[config.mk]
export PLATFORM = sky130hd
export DESIGN_NAME = rhs_root_hub_status
export DESIGN_NICKNAME = d
export VERILOG_FILES = /design/src/core/rhs_pkg.sv /design/src/core/rhs_root_hub_status.sv
export VERILOG_INCLUDE_DIRS = /design/src /design/src/core
export SDC_FILE = /design/constraint.sdc
export NUM_CORES = 1
export LEC_CHECK = 0
export BUFFER_PORTS_ARGS = -buffer_cell sky130_fd_sc_hd__buf_4
export CAP_MARGIN = 10
export CORE_UTILIZATION = 32
export DETAILED_ROUTE_END_ITERATION = 10
export PLACE_DENSITY = 0.79
export SYNTH_ARGS = -nofsm -noshare
export SYNTH_HDL_FRONTEND = slang
export SYNTH_SLANG_ARGS = --single-unit
[constraint.sdc]
create_clock -name CLK -period 1.6 [get_ports CLK]
set_clock_uncertainty 0.1 [all_clocks]
set_input_delay 0.24 -clock CLK [delete_from_list [all_inputs] [get_ports CLK]]
set_output_delay 0.24 -clock CLK [all_outputs]
set_load 0.05 [all_outputs]
[src/core/rhs_params.svh]
`ifndef RHS_PARAMS_SVH
`define RHS_PARAMS_SVH

// ============================================================
// register placement
`define RHS_ROOT_HUB_STATUS_OFS  12'h050
`define RHS_ADDR_W               12

// ============================================================
// field positions
`define RHS_BIT_CLR_WAKE         31
`define RHS_BIT_OC_CHANGE        17
`define RHS_BIT_SET_GLOBAL_PWR   16
`define RHS_BIT_WAKE_EN          15
`define RHS_BIT_OC_FLAG          1
`define RHS_BIT_CLR_GLOBAL_PWR   0

// ============================================================
// reset values
`define RHS_RESET_VALUE          32'h0000_0000
`define RHS_PORT_PWR_RESET       16'h0000

`endif

[src/core/rhs_pkg.sv]
package rhs_pkg;

  // all state of the root hub status block
  typedef struct packed {
    logic [2:0]  oc_sync;
    logic        oc_flag;
    logic        oc_change;
    logic        wake_en;
    logic [15:0] port_pwr;
    logic        resume;
    logic [31:0] rdata;
  } rhs_state_type;

  // register access request
  typedef struct packed {
    logic        wr;
    logic        rd;
    logic [11:0] addr;
    logic [31:0] wdata;
  } rhs_req_type;

endpackage : rhs_pkg

[src/core/rhs_root_hub_status.sv]
// Operation
// - register sits at offset 50h
// - low half status, high half change
// - write one bit 31 clears wake enable
// - overcurrent indicator change sets bit 17
// - write one clears bit 17, zero ignored
// - bit 16 always reads zero
// - global mode: bit 16 powers all ports
// - per-port mode: bit 16 powers unmasked ports
// - wake enable: connect change resumes suspended host
// - write one bit 15 sets wake enable
// - bit 1 shows global overcurrent, read-only
// - per-port overcurrent: bit 1 stays zero
// - bit 0 always reads zero
// - global mode: bit 0 unpowers all ports
// - per-port mode: bit 0 unpowers unmasked ports
// - switching mode selects global or per-port
// - per-port mode: mask bit per port excludes global commands
`timescale 1ns/10ps
`default_nettype none
`include "rhs_params.svh"

module rhs_root_hub_status
  import rhs_pkg::*;
#(
  parameter int N_PORTS   = 2,
  parameter bit GLOBAL_OC = 1'b1
) (
  input  wire logic                 CLK,
  input  wire logic                 RST_N,
  input  wire logic                 REG_WR,
  input  wire logic                 REG_RD,
  input  wire logic [11:0]          REG_ADDR,
  input  wire logic [31:0]          REG_WDATA,
  output logic      [31:0]          REG_RDATA,
  input  wire logic                 POWER_SWITCH_MODE,
  input  wire logic [N_PORTS:1]     PORT_POWER_MASK,
  input  wire logic [N_PORTS:1]     PORT_POWER_SET,
  input  wire logic [N_PORTS:1]     PORT_POWER_CLR,
  input  wire logic                 OVERCURRENT_IN,
  input  wire logic [N_PORTS:1]     PORT_CONNECT_CHANGE,
  input  wire logic                 HOST_SUSPENDED_STATE,
  output logic      [N_PORTS:1]     PORT_POWER_ON,
  output logic                      RESUME_DETECTED
);

  // ============================================================
  // state
  rhs_state_type st_r;
  rhs_state_type st_nxt;
  rhs_req_type   req;

  logic          hit_wr;
  logic          hit_rd;
  logic [15:0]   glob_sel;
  logic [15:0]   mask_full;
  logic [15:0]   pset_full;
  logic [15:0]   pclr_full;
  logic          oc_new;

  // ============================================================
  // helpers

  // offset decode, shared by the read and the write path
  function automatic logic addr_hit(input logic [11:0] addr);
    return addr == `RHS_ROOT_HUB_STATUS_OFS;
  endfunction

  // port vector placed in the 16-bit field; bit 0 has no port
  function automatic logic [15:0] widen_ports(
    input logic [N_PORTS:1] v
  );
    logic [15:0] w;
    w = 16'h0000;
    for (int i = 1; i <= N_PORTS; i++) begin
      w[i] = v[i];
    end
    return w;
  endfunction

  // ports that obey the global commands in the present mode
  function automatic logic [15:0] global_ports(
    input logic        per_port_mode,
    input logic [15:0] mask
  );
    logic [15:0] sel;
    sel = widen_ports({N_PORTS{1'b1}});
    if (per_port_mode) begin
      sel = sel & ~mask;
    end
    return sel;
  endfunction

  // filtered overcurrent level; a lone disagreeing sample is a
  // glitch on the pin and leaves the flag where it was
  function automatic logic oc_filter(
    input logic [2:0] sync,
    input logic       flag
  );
    logic lvl;
    lvl = flag;
    if (sync[1] == sync[2]) begin
      lvl = sync[2];
    end
    if (!GLOBAL_OC) begin
      lvl = 1'b0;
    end
    return lvl;
  endfunction

  // power of the ports after one clock; per-port commands touch only
  // masked ports, the global ones the rest in per-port mode and all in global mode, and a global set is
  // applied after the clear so a write of both leaves power on
  function automatic logic [15:0] next_power(
    input logic [15:0] pwr,
    input logic        per_port_mode,
    input logic [15:0] mask,
    input logic [15:0] pset,
    input logic [15:0] pclr,
    input logic [15:0] sel,
    input logic        glob_clr,
    input logic        glob_set
  );
    logic [15:0] p;
    p = pwr;
    if (per_port_mode) begin
      p = (p | (pset & mask)) & ~(pclr & mask);
    end
    if (glob_clr) begin
      p = p & ~sel;
    end
    if (glob_set) begin
      p = p | sel;
    end
    return p;
  endfunction

  // ============================================================
  // request decode
  assign req.wr    = REG_WR;
  assign req.rd    = REG_RD;
  assign req.addr  = REG_ADDR;
  assign req.wdata = REG_WDATA;

  assign hit_wr = req.wr && addr_hit(req.addr);
  assign hit_rd = req.rd && addr_hit(req.addr);

  assign mask_full = widen_ports(PORT_POWER_MASK);
  assign pset_full = widen_ports(PORT_POWER_SET);
  assign pclr_full = widen_ports(PORT_POWER_CLR);
  assign glob_sel  = global_ports(POWER_SWITCH_MODE, mask_full);
  assign oc_new    = oc_filter(st_r.oc_sync, st_r.oc_flag);

  // ============================================================
  // next state
  always_comb begin
    st_nxt = st_r;

    // the pin passes two flops before the filter looks at it, then compares the second flop with the third
    st_nxt.oc_sync = {st_r.oc_sync[1:0], OVERCURRENT_IN};
    st_nxt.oc_flag = oc_new;

    // software clear first, so a same-cycle hardware change wins
    if (hit_wr && req.wdata[`RHS_BIT_OC_CHANGE]) begin
      st_nxt.oc_change = 1'b0;
    end
    if (oc_new != st_r.oc_flag) begin
      st_nxt.oc_change = 1'b1;
    end

    if (hit_wr && req.wdata[`RHS_BIT_CLR_WAKE]) begin
      st_nxt.wake_en = 1'b0;
    end
    // set and clear together: set taken, the enable stays on
    if (hit_wr && req.wdata[`RHS_BIT_WAKE_EN]) begin
      st_nxt.wake_en = 1'b1;
    end

    // per-port commands only reach masked ports in per-port mode
    st_nxt.port_pwr = next_power(st_r.port_pwr, POWER_SWITCH_MODE,
      mask_full, pset_full, pclr_full, glob_sel,
      hit_wr && req.wdata[`RHS_BIT_CLR_GLOBAL_PWR],
      hit_wr && req.wdata[`RHS_BIT_SET_GLOBAL_PWR]);

    st_nxt.resume = st_r.wake_en && HOST_SUSPENDED_STATE
                    && (|PORT_CONNECT_CHANGE);

    // local power bits and the strobes read as zero
    st_nxt.rdata = 32'h0000_0000;
    if (hit_rd) begin
      st_nxt.rdata[`RHS_BIT_OC_CHANGE] = st_r.oc_change;
      st_nxt.rdata[`RHS_BIT_WAKE_EN]   = st_r.wake_en;
      st_nxt.rdata[`RHS_BIT_OC_FLAG]   = st_r.oc_flag;
    end
  end

  // ============================================================
  // registers
  always_ff @(posedge CLK) begin
    if (!RST_N) begin
      // chain starts at the idle pin level, so no false change follows
      st_r.oc_sync   <= 3'h0;
      st_r.oc_flag   <= 1'b0;
      st_r.oc_change <= 1'b0;
      st_r.wake_en   <= 1'b0;
      st_r.port_pwr  <= `RHS_PORT_PWR_RESET;
      st_r.resume    <= 1'b0;
      st_r.rdata     <= `RHS_RESET_VALUE;
    end else begin
      st_r <= st_nxt;
    end
  end

  // ============================================================
  // outputs
  assign REG_RDATA       = st_r.rdata;
  assign PORT_POWER_ON   = st_r.port_pwr[N_PORTS:1];
  assign RESUME_DETECTED = st_r.resume;

endmodule // rhs_root_hub_status

`default_nettype wire

# Yosys cells after proc, flatten, opt, wreduce, memory -nomap -nowiden

Cells that the tools add are included.

Register bits: 55
Bits in latches: 0
Memory bits (writable): 0
ROM bits: 0
Input bits: 59
Memories: 0

Add/sub/neg operators: 0
Multiply operators: 0
Divide/modulo/power cells: 0
$lt $le $gt $ge: 0
Eq/ne operators: 3
Shift operators: 0
Muxes and demuxes: 9
Bitwise operators: 9
Reductions and logical operators: 13

Operators by type and width:

| kind                                                             | number |
|---|---|
| 16-bit two-way mux                                               | 3 |
| 16-bit AND                                                       | 2 |
| 16-bit NOT                                                       | 1 |
| 3-bit NOT with 16-bit output                                     | 1 |
| 16-bit bitwise OR                                                | 1 |
| 16-bit by 3-bit bitwise OR with 16-bit output                    | 1 |
| 12-bit by 7-bit == test with 1-bit output, second input constant | 1 |
| 1-bit logical AND                                                | 9 |
| 3-bit AND                                                        | 2 |
| 1-bit two-way mux                                                | 5 |
| 2-bit nonzero test                                               | 2 |
| 3-bit two-way mux                                                | 1 |
| 3-bit NOT                                                        | 1 |
| 2-bit AND reduction                                              | 1 |
| 2-bit OR reduction                                               | 1 |
| 1-bit == test                                                    | 1 |
| 1-bit inequality test                                            | 1 |

# Depth between registers and ports, before layout

Gate-level depths: netlist of run 1.

Word-level depth: 8
Mapped depth: 5

# Worst setup path after synthesis of run 1

OpenSTA, ideal clock, no wires.

Path type: input port to flip-flop
Start point: in REG_ADDR[9]
End point: reg st_r, in the netlist PORT_POWER_ON[1]
Arrival time: 1.099 ns
Required time: 1.384 ns
Slack: 0.285 ns
Stages on the path: 5
Path buffers: 1
Cells stage by stage: nor4b_2 -> and4_1 -> buf_4 -> a31oi_1 -> a41o_1

Longest elaborated chain between the ends: 6

RTL lines:

| item                                                  | RTL line                   | RTL |
|---|---|---|
| start, declared                                       | rhs_root_hub_status.sv:33  | `input wire logic [11:0] REG_ADDR,` |
| 12-bit by 7-bit == test with 1-bit output (no line) * | --                         |  |
| 1-bit logical AND *                                   | rhs_root_hub_status.sv:145 | `assign hit_wr = req.wr && addr_hit(req.addr);` |
| 1-bit logical AND                                     | rhs_root_hub_status.sv:182 | `` hit_wr && req.wdata[`RHS_BIT_CLR_GLOBAL_PWR], `` |
| 16-bit two-way mux                                    | rhs_root_hub_status.sv:129 | `if (glob_clr) begin` |
| 16-bit bitwise OR                                     | rhs_root_hub_status.sv:133 | `p = p \| sel;` |
| 16-bit two-way mux *                                  | rhs_root_hub_status.sv:132 | `if (glob_set) begin` |
| end signal, assigned                                  | rhs_root_hub_status.sv:210 | `st_r <= st_nxt;` |
| end, declared                                         | rhs_root_hub_status.sv:49  | `rhs_state_type st_r;` |

Every way passes the cells marked *; elsewhere a longest branch is shown, timed or not.
A chain may end at the register's enable or synchronous reset.

# Worst setup path in the final report of run 1

Start point: in REG_ADDR[1]
End point: reg st_r, in the netlist PORT_POWER_ON[2]

Same word-level chain as after synthesis.

==> results of run 1 <==
worst max-delay path by stage:
stage                start          endpoint  cells past startpoint
2_1_floorplan  REG_ADDR[9]  PORT_POWER_ON[1]                      5
3_3_place_gp   REG_ADDR[9]  PORT_POWER_ON[2]                      5
3_5_place_dp   REG_ADDR[1]  PORT_POWER_ON[2]                      5
4_1_cts        REG_ADDR[1]  PORT_POWER_ON[2]                      5
5_1_grt        REG_ADDR[1]  PORT_POWER_ON[2]                      5
6_report       REG_ADDR[1]  PORT_POWER_ON[2]                      5
worst register-to-register path, delay by kind of cell (launching register included):
family,cells,cell delay [ps]
compound gates,3,470
flops,1,310
simple gates,1,90
stage by stage:
step,TNS (ps),instances,cell area [sq um],setup slack (ps)
floorplan,0,115,875,285
global placement,0,144,921,53.3
detailed placement,-9.33,144,921,-9.33
CTS,0,147,943,267
global route,0,147,943,158
finish,0,147,943,274
final cells by class:
type                    instances  area, sq um
repair buffers                 37          278
well taps                      28         35.0
multi-input cells              67          368
flip-flops and latches         12          240
clock buffers                   3         22.5
fillers                       245         1290
kinds of logic after synthesis:
group                  count (synthesis)  synth area share [%]
flip-flops                            12                  31.2
AO/OA/AOI/OAI                         14                  14.1
buffers and inverters                 36                  34.6
AND/OR/NAND/NOR                       24                  19.5
other                                  1                 0.487
cells in the mapped netlist:
library cell,number
buf_4,35
dfxtp_1,12
and2_1,7
nand2_1,6
nand3_1,5
a21boi_0,3
a31o_2,2
a31oi_1,2
a41o_1,2
nor2_1,2
nor4b_2,2
o21a_1,2
o21ai_0,2
and4_1,1
clkbuf_1,1
conb_1,1
nor4_2,1
o2111a_1,1
sequential cells by signal (all words and copies together) (netlist names):
signal,flops
st_nxt,2
RESUME_DETECTED,1
st_r,4
PORT_POWER_ON,2
REG_RDATA,3
cell usage in the layout, fill, tap and decap left out, drive strengths merged:
cell    count
nor2        2
conb       29
a21boi      3
clkbuf      3
and4        1
nand2       6
nand3       5
o2111a      1
nor4b       2
o21ai       2
o21a        2
a31oi       2
a31o        2
buf        37
dfxtp      12
nor4        1
a41o        2
and2        7
where the power goes:
| part | switching [uW] | internal, uW |
|---|---|---|
| registers | 3.05 | 304 |
| logic | 184 | 63.4 |
| clock network | 83.9 | 86.7 |
| total | 271 | 454 |
per-layer routing:
metal / GRT usage (%) / vias to the layer above / routed length (microns)
li1: - / 299 / -
met1: 10.6 / 261 / 469
met3: 4.17 / 4 / 126
met5: 0 / - / 0
met2: 20.6 / 33 / 747
met4: 6.94 / 0 / 30
==> results_tabular.tex, run 1 <==
\begin{tabular}{lr}
\hline
Metric & Value \\
\hline
\multicolumn{2}{l}{\textbf{Synthesis}} \\
\quad Share of synthesized area occupied by flip-flops and latches & 31.2\% \\
\quad Flip-flop and latch count after synthesis & 12 \\
\quad Cell types with the largest area share after synthesis & buf\_4 34\%, dfxtp\_1 31\%, and2\_1 5.7\% \\
\quad Avg Synthesized Cell Area & 8.84 sq um \\
\quad Synthesized cell area & 769 sq um \\
\quad Yosys warning total & 0 \\
\quad Cell count after synthesis & 87 \\
\quad Share of the synthesized area in the top cell type & 34.1\% \\
\quad Number of distinct library cell variants in the gate-level netlist after synthesis & 18 \\
\quad Library cell occupying the most area in the post-synthesis netlist & buf\_4 \\
\multicolumn{2}{l}{\textbf{Power}} \\
\quad P per Cell Area & 769 nW/um\^{}2 \\
\quad PnR Total Power & 726 uW \\
\quad Leakage power figure & 0.000475 uW \\
\quad Max IR drop VDD & 0.258 mV \\
\multicolumn{2}{l}{\textbf{Critical path}} \\
\quad Category of the worst setup path launch point & primary input \\
\quad Kind of capture point of the worst setup path & flip-flop \\
\quad Critical path required time & 1660 ps \\
\quad Largest delay share family, worst path & simple AND/OR/NAND/NOR gates \\
\quad Setup slack of the worst register-to-register path & 520 ps \\
\quad Crit Reg-Reg Endpoint & PORT\_POWER\_ON[2] \\
\quad Critical path arrival & 1380 ps \\
\quad Worst setup path class & in2reg \\
\quad Cell type of the slowest stage on the worst timing path & and4\_1 \\
\quad Cells traversed along the worst timing path & buf\_4 -> nor4b\_2 -> and4\_1 -> a31oi\_1 -> a41o\_1 \\
\quad Source of the worst register-to-register timing path & PORT\_POWER\_ON[2] \\
\quad Delay of the slowest cell on the worst path & 370 ps \\
\quad Logic depth of the worst register-to-register path & 4 \\
\quad Bufs and invs on worst path & 1 \\
\quad Crit Path Max Fanout & 7 \\
\multicolumn{2}{l}{\textbf{STA}} \\
\quad Crit share post-route & 82.9\% \\
\quad F\_max & 0.754 GHz \\
\quad Setup repair after global routing missed its margin & false \\
\quad Min Clock Period, post-route & 1330 ps \\
\quad Minimum hold slack & 93.0 ps \\
\quad Final setup viols & 0 \\
\quad Final max-slew violation count & 0 \\
\quad Final Hold Violating Endpoints & 0 \\
\multicolumn{2}{l}{\textbf{Hold path}} \\
\quad Classification of the worst-slack hold path & in2reg \\
\quad Number of instances on the worst hold path & 2 \\
\quad Worst hold path startpoint & OVERCURRENT\_IN \\
\quad Worst Hold Endpoint & st\_nxt[53] \\
\multicolumn{2}{l}{\textbf{Clocking}} \\
\quad Number of hold buffers added after cts & 0 \\
\quad Cts bufs inserted & 3 \\
\quad Number of gates resized after CTS & 0 \\
\quad Clock sink count & 12 \\
\quad Clock-pin transition on the worst setup and hold timing paths & 70 ps \\
\quad Number of buffers on the longest clock path & 2 \\
\quad Setup Fix Bufs, Post-CTS & 0 \\
\quad Buffer cell driving the clock tree root & clkbuf\_4 \\
\quad Clock latency on the worst-skew pair & 260 ps \\
\quad TritonCTS clock tree & yes \\
\quad Total number of H-tree levels & 1 \\
\multicolumn{2}{l}{\textbf{Floorplanning}} \\
\quad Starting Density & 34.5\% \\
\quad Die Ht & 51.0 microns \\
\quad Number of rows created at floorplan & 17 \\
\quad Die boundary width & 51.0 microns \\
\quad Die ar. & 2600 sq um \\
\quad I/O pin total & 94 \\
\quad Area of the core region & 2230 sq um \\
\multicolumn{2}{l}{\textbf{Placed design}} \\
\quad Buffers added on ports & 37 \\
\quad Dpl hpwl & 1210 microns \\
\quad Global placer's final weighted congestion & 0.643 \\
\multicolumn{2}{l}{\textbf{GRT}} \\
\quad Wire length of the first global-routing pass & 2150 microns \\
\quad GRT Total Usage & 11.3\% \\
\quad Maximum number of pins on one net before global-route repair & 13 \\
\quad Vias in the first global route & 553 \\
\quad Gr ovfl total & 0 \\
\quad Initial antenna violation count & 0 \\
\multicolumn{2}{l}{\textbf{Layout}} \\
\quad Number of antenna repair diodes & 0 \\
\quad Layout cells sized above 1 & 37.8\% \\
\quad Syn-to-layout area delta & 22.6\% \\
\quad Nets & 180 \\
\quad Final core utilization & 42.2\% \\
\multicolumn{2}{l}{\textbf{Route}} \\
\quad Detailed-router iteration count before antenna repair & 2 \\
\quad Vias after detailed routing & 597 \\
\quad Avg WL per Cell & 9.34 microns \\
\quad Violation count after the first detailed-route iteration & 3 \\
\quad Drt via density & 4.06 \\
\quad DRC Markers & 0 \\
\quad Final WL & 1370 microns \\
\quad Detail Route Antenna Nets & 0 \\
\multicolumn{2}{l}{\textbf{Run}} \\
\quad Maximum Capacitance Violations & 0 \\
\multicolumn{2}{l}{\textbf{Run status}} \\
\quad Outcome & complete, no violations \\
\hline
\end{tabular}
Power figures use the tool's default switching activity.
==> run 2: changes to the inputs <==
--- a/config.mk
+++ b/config.mk
@@ -8,9 +8,9 @@
 export LEC_CHECK = 0
 export BUFFER_PORTS_ARGS = -buffer_cell sky130_fd_sc_hd__buf_4
 export CAP_MARGIN = 10
-export CORE_UTILIZATION = 32
+export CORE_UTILIZATION = 29
 export DETAILED_ROUTE_END_ITERATION = 10
-export PLACE_DENSITY = 0.79
+export PLACE_DENSITY = 0.76
 export SYNTH_ARGS = -nofsm -noshare
 export SYNTH_HDL_FRONTEND = slang
 export SYNTH_SLANG_ARGS = --single-unit
==> constraint.sdc (replaced) <==
create_clock -name CLK -period 1.2 [get_ports CLK]
set_clock_uncertainty 0.1 [all_clocks]
set_input_delay 0.18 -clock CLK [delete_from_list [all_inputs] [get_ports CLK]]
set_output_delay 0.18 -clock CLK [all_outputs]
set_load 0.05 [all_outputs]
==> run 2 against run 1 <==
Global-route usage increased by 0.36 points. First-iteration DRC count down 33%. Clock power up 88%. Sequential share of layout area down 1.3 points. Critical path depth unchanged. Count of clock-buffer cells in the layout rose by 1. Routed wire length grew 9.2%. Critical path type unchanged.
==> results_tabular.tex, run 2 (synthesis results as in run 1) <==
\begin{tabular}{lr}
\hline
Metric & Value \\
\hline
\multicolumn{2}{l}{\textbf{Run status}} \\
\quad Outcome & complete, no violations \\
\multicolumn{2}{l}{\textbf{Layout}} \\
\quad Commonest non-fill, non-tap cells in the layout & 38 x buf\_4, 29 x conb\_1, 12 x dfxtp\_1, 7 x and2\_1, 6 x nand2\_1 \\
\quad Largest reg by FF count & st\_r \\
\quad Most common cell after layout, fill and taps aside & buf\_4 \\
\quad Layout cells sized above 1 & 39.7\% \\
\quad Flip-flop count of the largest register, all copies and words added & 4 \\
\quad Final standard cell area without fillers & 996 sq um \\
\quad Number of antenna repair diodes & 0 \\
\quad Syn-to-layout area delta & 29.4\% \\
\quad Nets & 181 \\
\multicolumn{2}{l}{\textbf{Floorplanning}} \\
\quad I/O pin total & 94 \\
\quad Die ar. & 2860 sq um \\
\quad Starting Density & 30.8\% \\
\quad Die boundary width & 53.5 microns \\
\quad Area of the core region & 2500 sq um \\
\quad Number of rows created at floorplan & 18 \\
\quad Die Ht & 53.5 microns \\
\multicolumn{2}{l}{\textbf{Critical path}} \\
\quad Critical path required time & 1270 ps \\
\quad Delay of the slowest cell on the worst path & 300 ps \\
\quad Cell type of the slowest stage on the worst timing path & nor4b\_4 \\
\quad Category of the worst setup path launch point & primary input \\
\quad Cells traversed along the worst timing path & buf\_4 -> nor4b\_4 -> and4\_4 -> a31oi\_1 -> a41o\_1 \\
\quad Crit Path Max Fanout & 7 \\
\quad Setup slack of the worst register-to-register path & 140 ps \\
\quad Critical path arrival & 1200 ps \\
\quad Bufs and invs on worst path & 1 \\
\quad Kind of capture point of the worst setup path & flip-flop \\
\quad Worst setup path class & in2reg \\
\quad Largest delay share family, worst path & simple AND/OR/NAND/NOR gates \\
\multicolumn{2}{l}{\textbf{Clocking}} \\
\quad Number of buffers on the longest clock path & 2 \\
\quad Cts bufs inserted & 3 \\
\quad Buffer cell driving the clock tree root & clkbuf\_4 \\
\quad TritonCTS clock tree & yes \\
\quad Clock-pin transition on the worst setup and hold timing paths & 80 ps \\
\quad Clock latency on the worst-skew pair & 270 ps \\
\quad Total number of H-tree levels & 1 \\
\quad Setup Fix Bufs, Post-CTS & 0 \\
\quad Clock sink count & 12 \\
\multicolumn{2}{l}{\textbf{STA}} \\
\quad Final setup viols & 0 \\
\quad Final max-slew violation count & 0 \\
\quad F\_max & 0.882 GHz \\
\quad Crit share post-route & 94.5\% \\
\quad Final Hold Violating Endpoints & 0 \\
\quad Minimum hold slack & 12.0 ps \\
\quad Setup repair after global routing missed its margin & false \\
\quad Final sum of negative setup slack & 0 ps \\
\quad Min Clock Period, post-route & 1130 ps \\
\multicolumn{2}{l}{\textbf{Route}} \\
\quad DRC Markers & 0 \\
\quad Final WL & 1500 microns \\
\quad Detailed-router iteration count before antenna repair & 2 \\
\quad Violation count after the first detailed-route iteration & 2 \\
\quad Vias after detailed routing & 612 \\
\quad Detail Route Antenna Nets & 0 \\
\quad Drt via density & 4.05 \\
\quad Avg WL per Cell & 9.93 microns \\
\multicolumn{2}{l}{\textbf{GRT}} \\
\quad GRT Total Usage & 11.7\% \\
\quad Gr ovfl total & 0 \\
\quad Maximum number of pins on one net before global-route repair & 13 \\
\quad Wire length of the first global-routing pass & 2360 microns \\
\quad Initial antenna violation count & 0 \\
\quad Vias in the first global route & 588 \\
\multicolumn{2}{l}{\textbf{Placed design}} \\
\quad Buffers added on ports & 37 \\
\quad Dpl hpwl & 1260 microns \\
\quad Global placer's final weighted congestion & 0.645 \\
\quad Placed cell area & 957 sq um \\
\multicolumn{2}{l}{\textbf{Power}} \\
\quad P per Cell Area & 1080 nW/um\^{}2 \\
\quad Max IR drop VDD & 0.381 mV \\
\quad Leakage power figure & 0.000501 uW \\
\multicolumn{2}{l}{\textbf{Run}} \\
\quad Maximum Capacitance Violations & 0 \\
\multicolumn{2}{l}{\textbf{Hold path}} \\
\quad Classification of the worst-slack hold path & in2reg \\
\hline
\end{tabular}
run 2: layer usage:
layer	up-vias	part of all wire, %	track usage, %
met5	-	0	0
met4	0	0.53	7.89
met3	2	5.7	0.862
met2	35	58	22.3
met1	274	35	11.8
li1	301	-	-
run 2: worst paths after layout:
path | cells past startpoint | endpoint | from
max | 5 | PORT_POWER_ON[2] | REG_ADDR[9]
min reg2reg | 1 | st_nxt[54] | st_nxt[53]
max reg2reg | 4 | PORT_POWER_ON[2] | PORT_POWER_ON[2]
min | 2 | st_nxt[53] | OVERCURRENT_IN
run 2: area by class of cell:
| class | instances | area [sq um] |
|---|---|---|
| multi-input combinational | 67 | 397 |
| fill | 259 | 1500 |
| clock buffer | 4 | 36.3 |
| tap | 30 | 37.5 |
| timing repair buffer | 38 | 285 |
| sequential | 12 | 240 |
run 2: worst register-to-register path, stage by stage (launching register included):
cell and delay, ps:
dfxtp_1 320, a31o_2 210, nand3_1 80, a31oi_1 50
a41o_1 210
run 2: through the flow:
| step | total power [uW] | utilization (%) | std cells | setup WS (ps) |
|---|---|---|---|---|
| floorplan | 736 | - | 115 | -27.4 |
| global placement | 756 | 38.3 | 147 | -227 |
| detailed placement | 761 | 38.3 | 147 | -285 |
| CTS | 1080 | 39.7 | 151 | 1.82 |
| global route | 1130 | 39.8 | 151 | 3.50 |
| finish | 1070 | 39.8 | 151 | 66.3 |
run 2: report_power, final:
| group | internal, uW | switching (uW) | total, uW |
|---|---|---|---|
| clock network | 184 | 138 | 322 |
| logic | 89.5 | 252 | 342 |
| registers | 406 | 4.19 | 410 |
run 2: repair_timing:
action | 4_1_cts | 5_1_grt
hold endpoints to repair | 0 | 0
setup endpoints to repair | 0 | 4
hold buffers | 0 | 0
gates resized for setup | 0 | 2
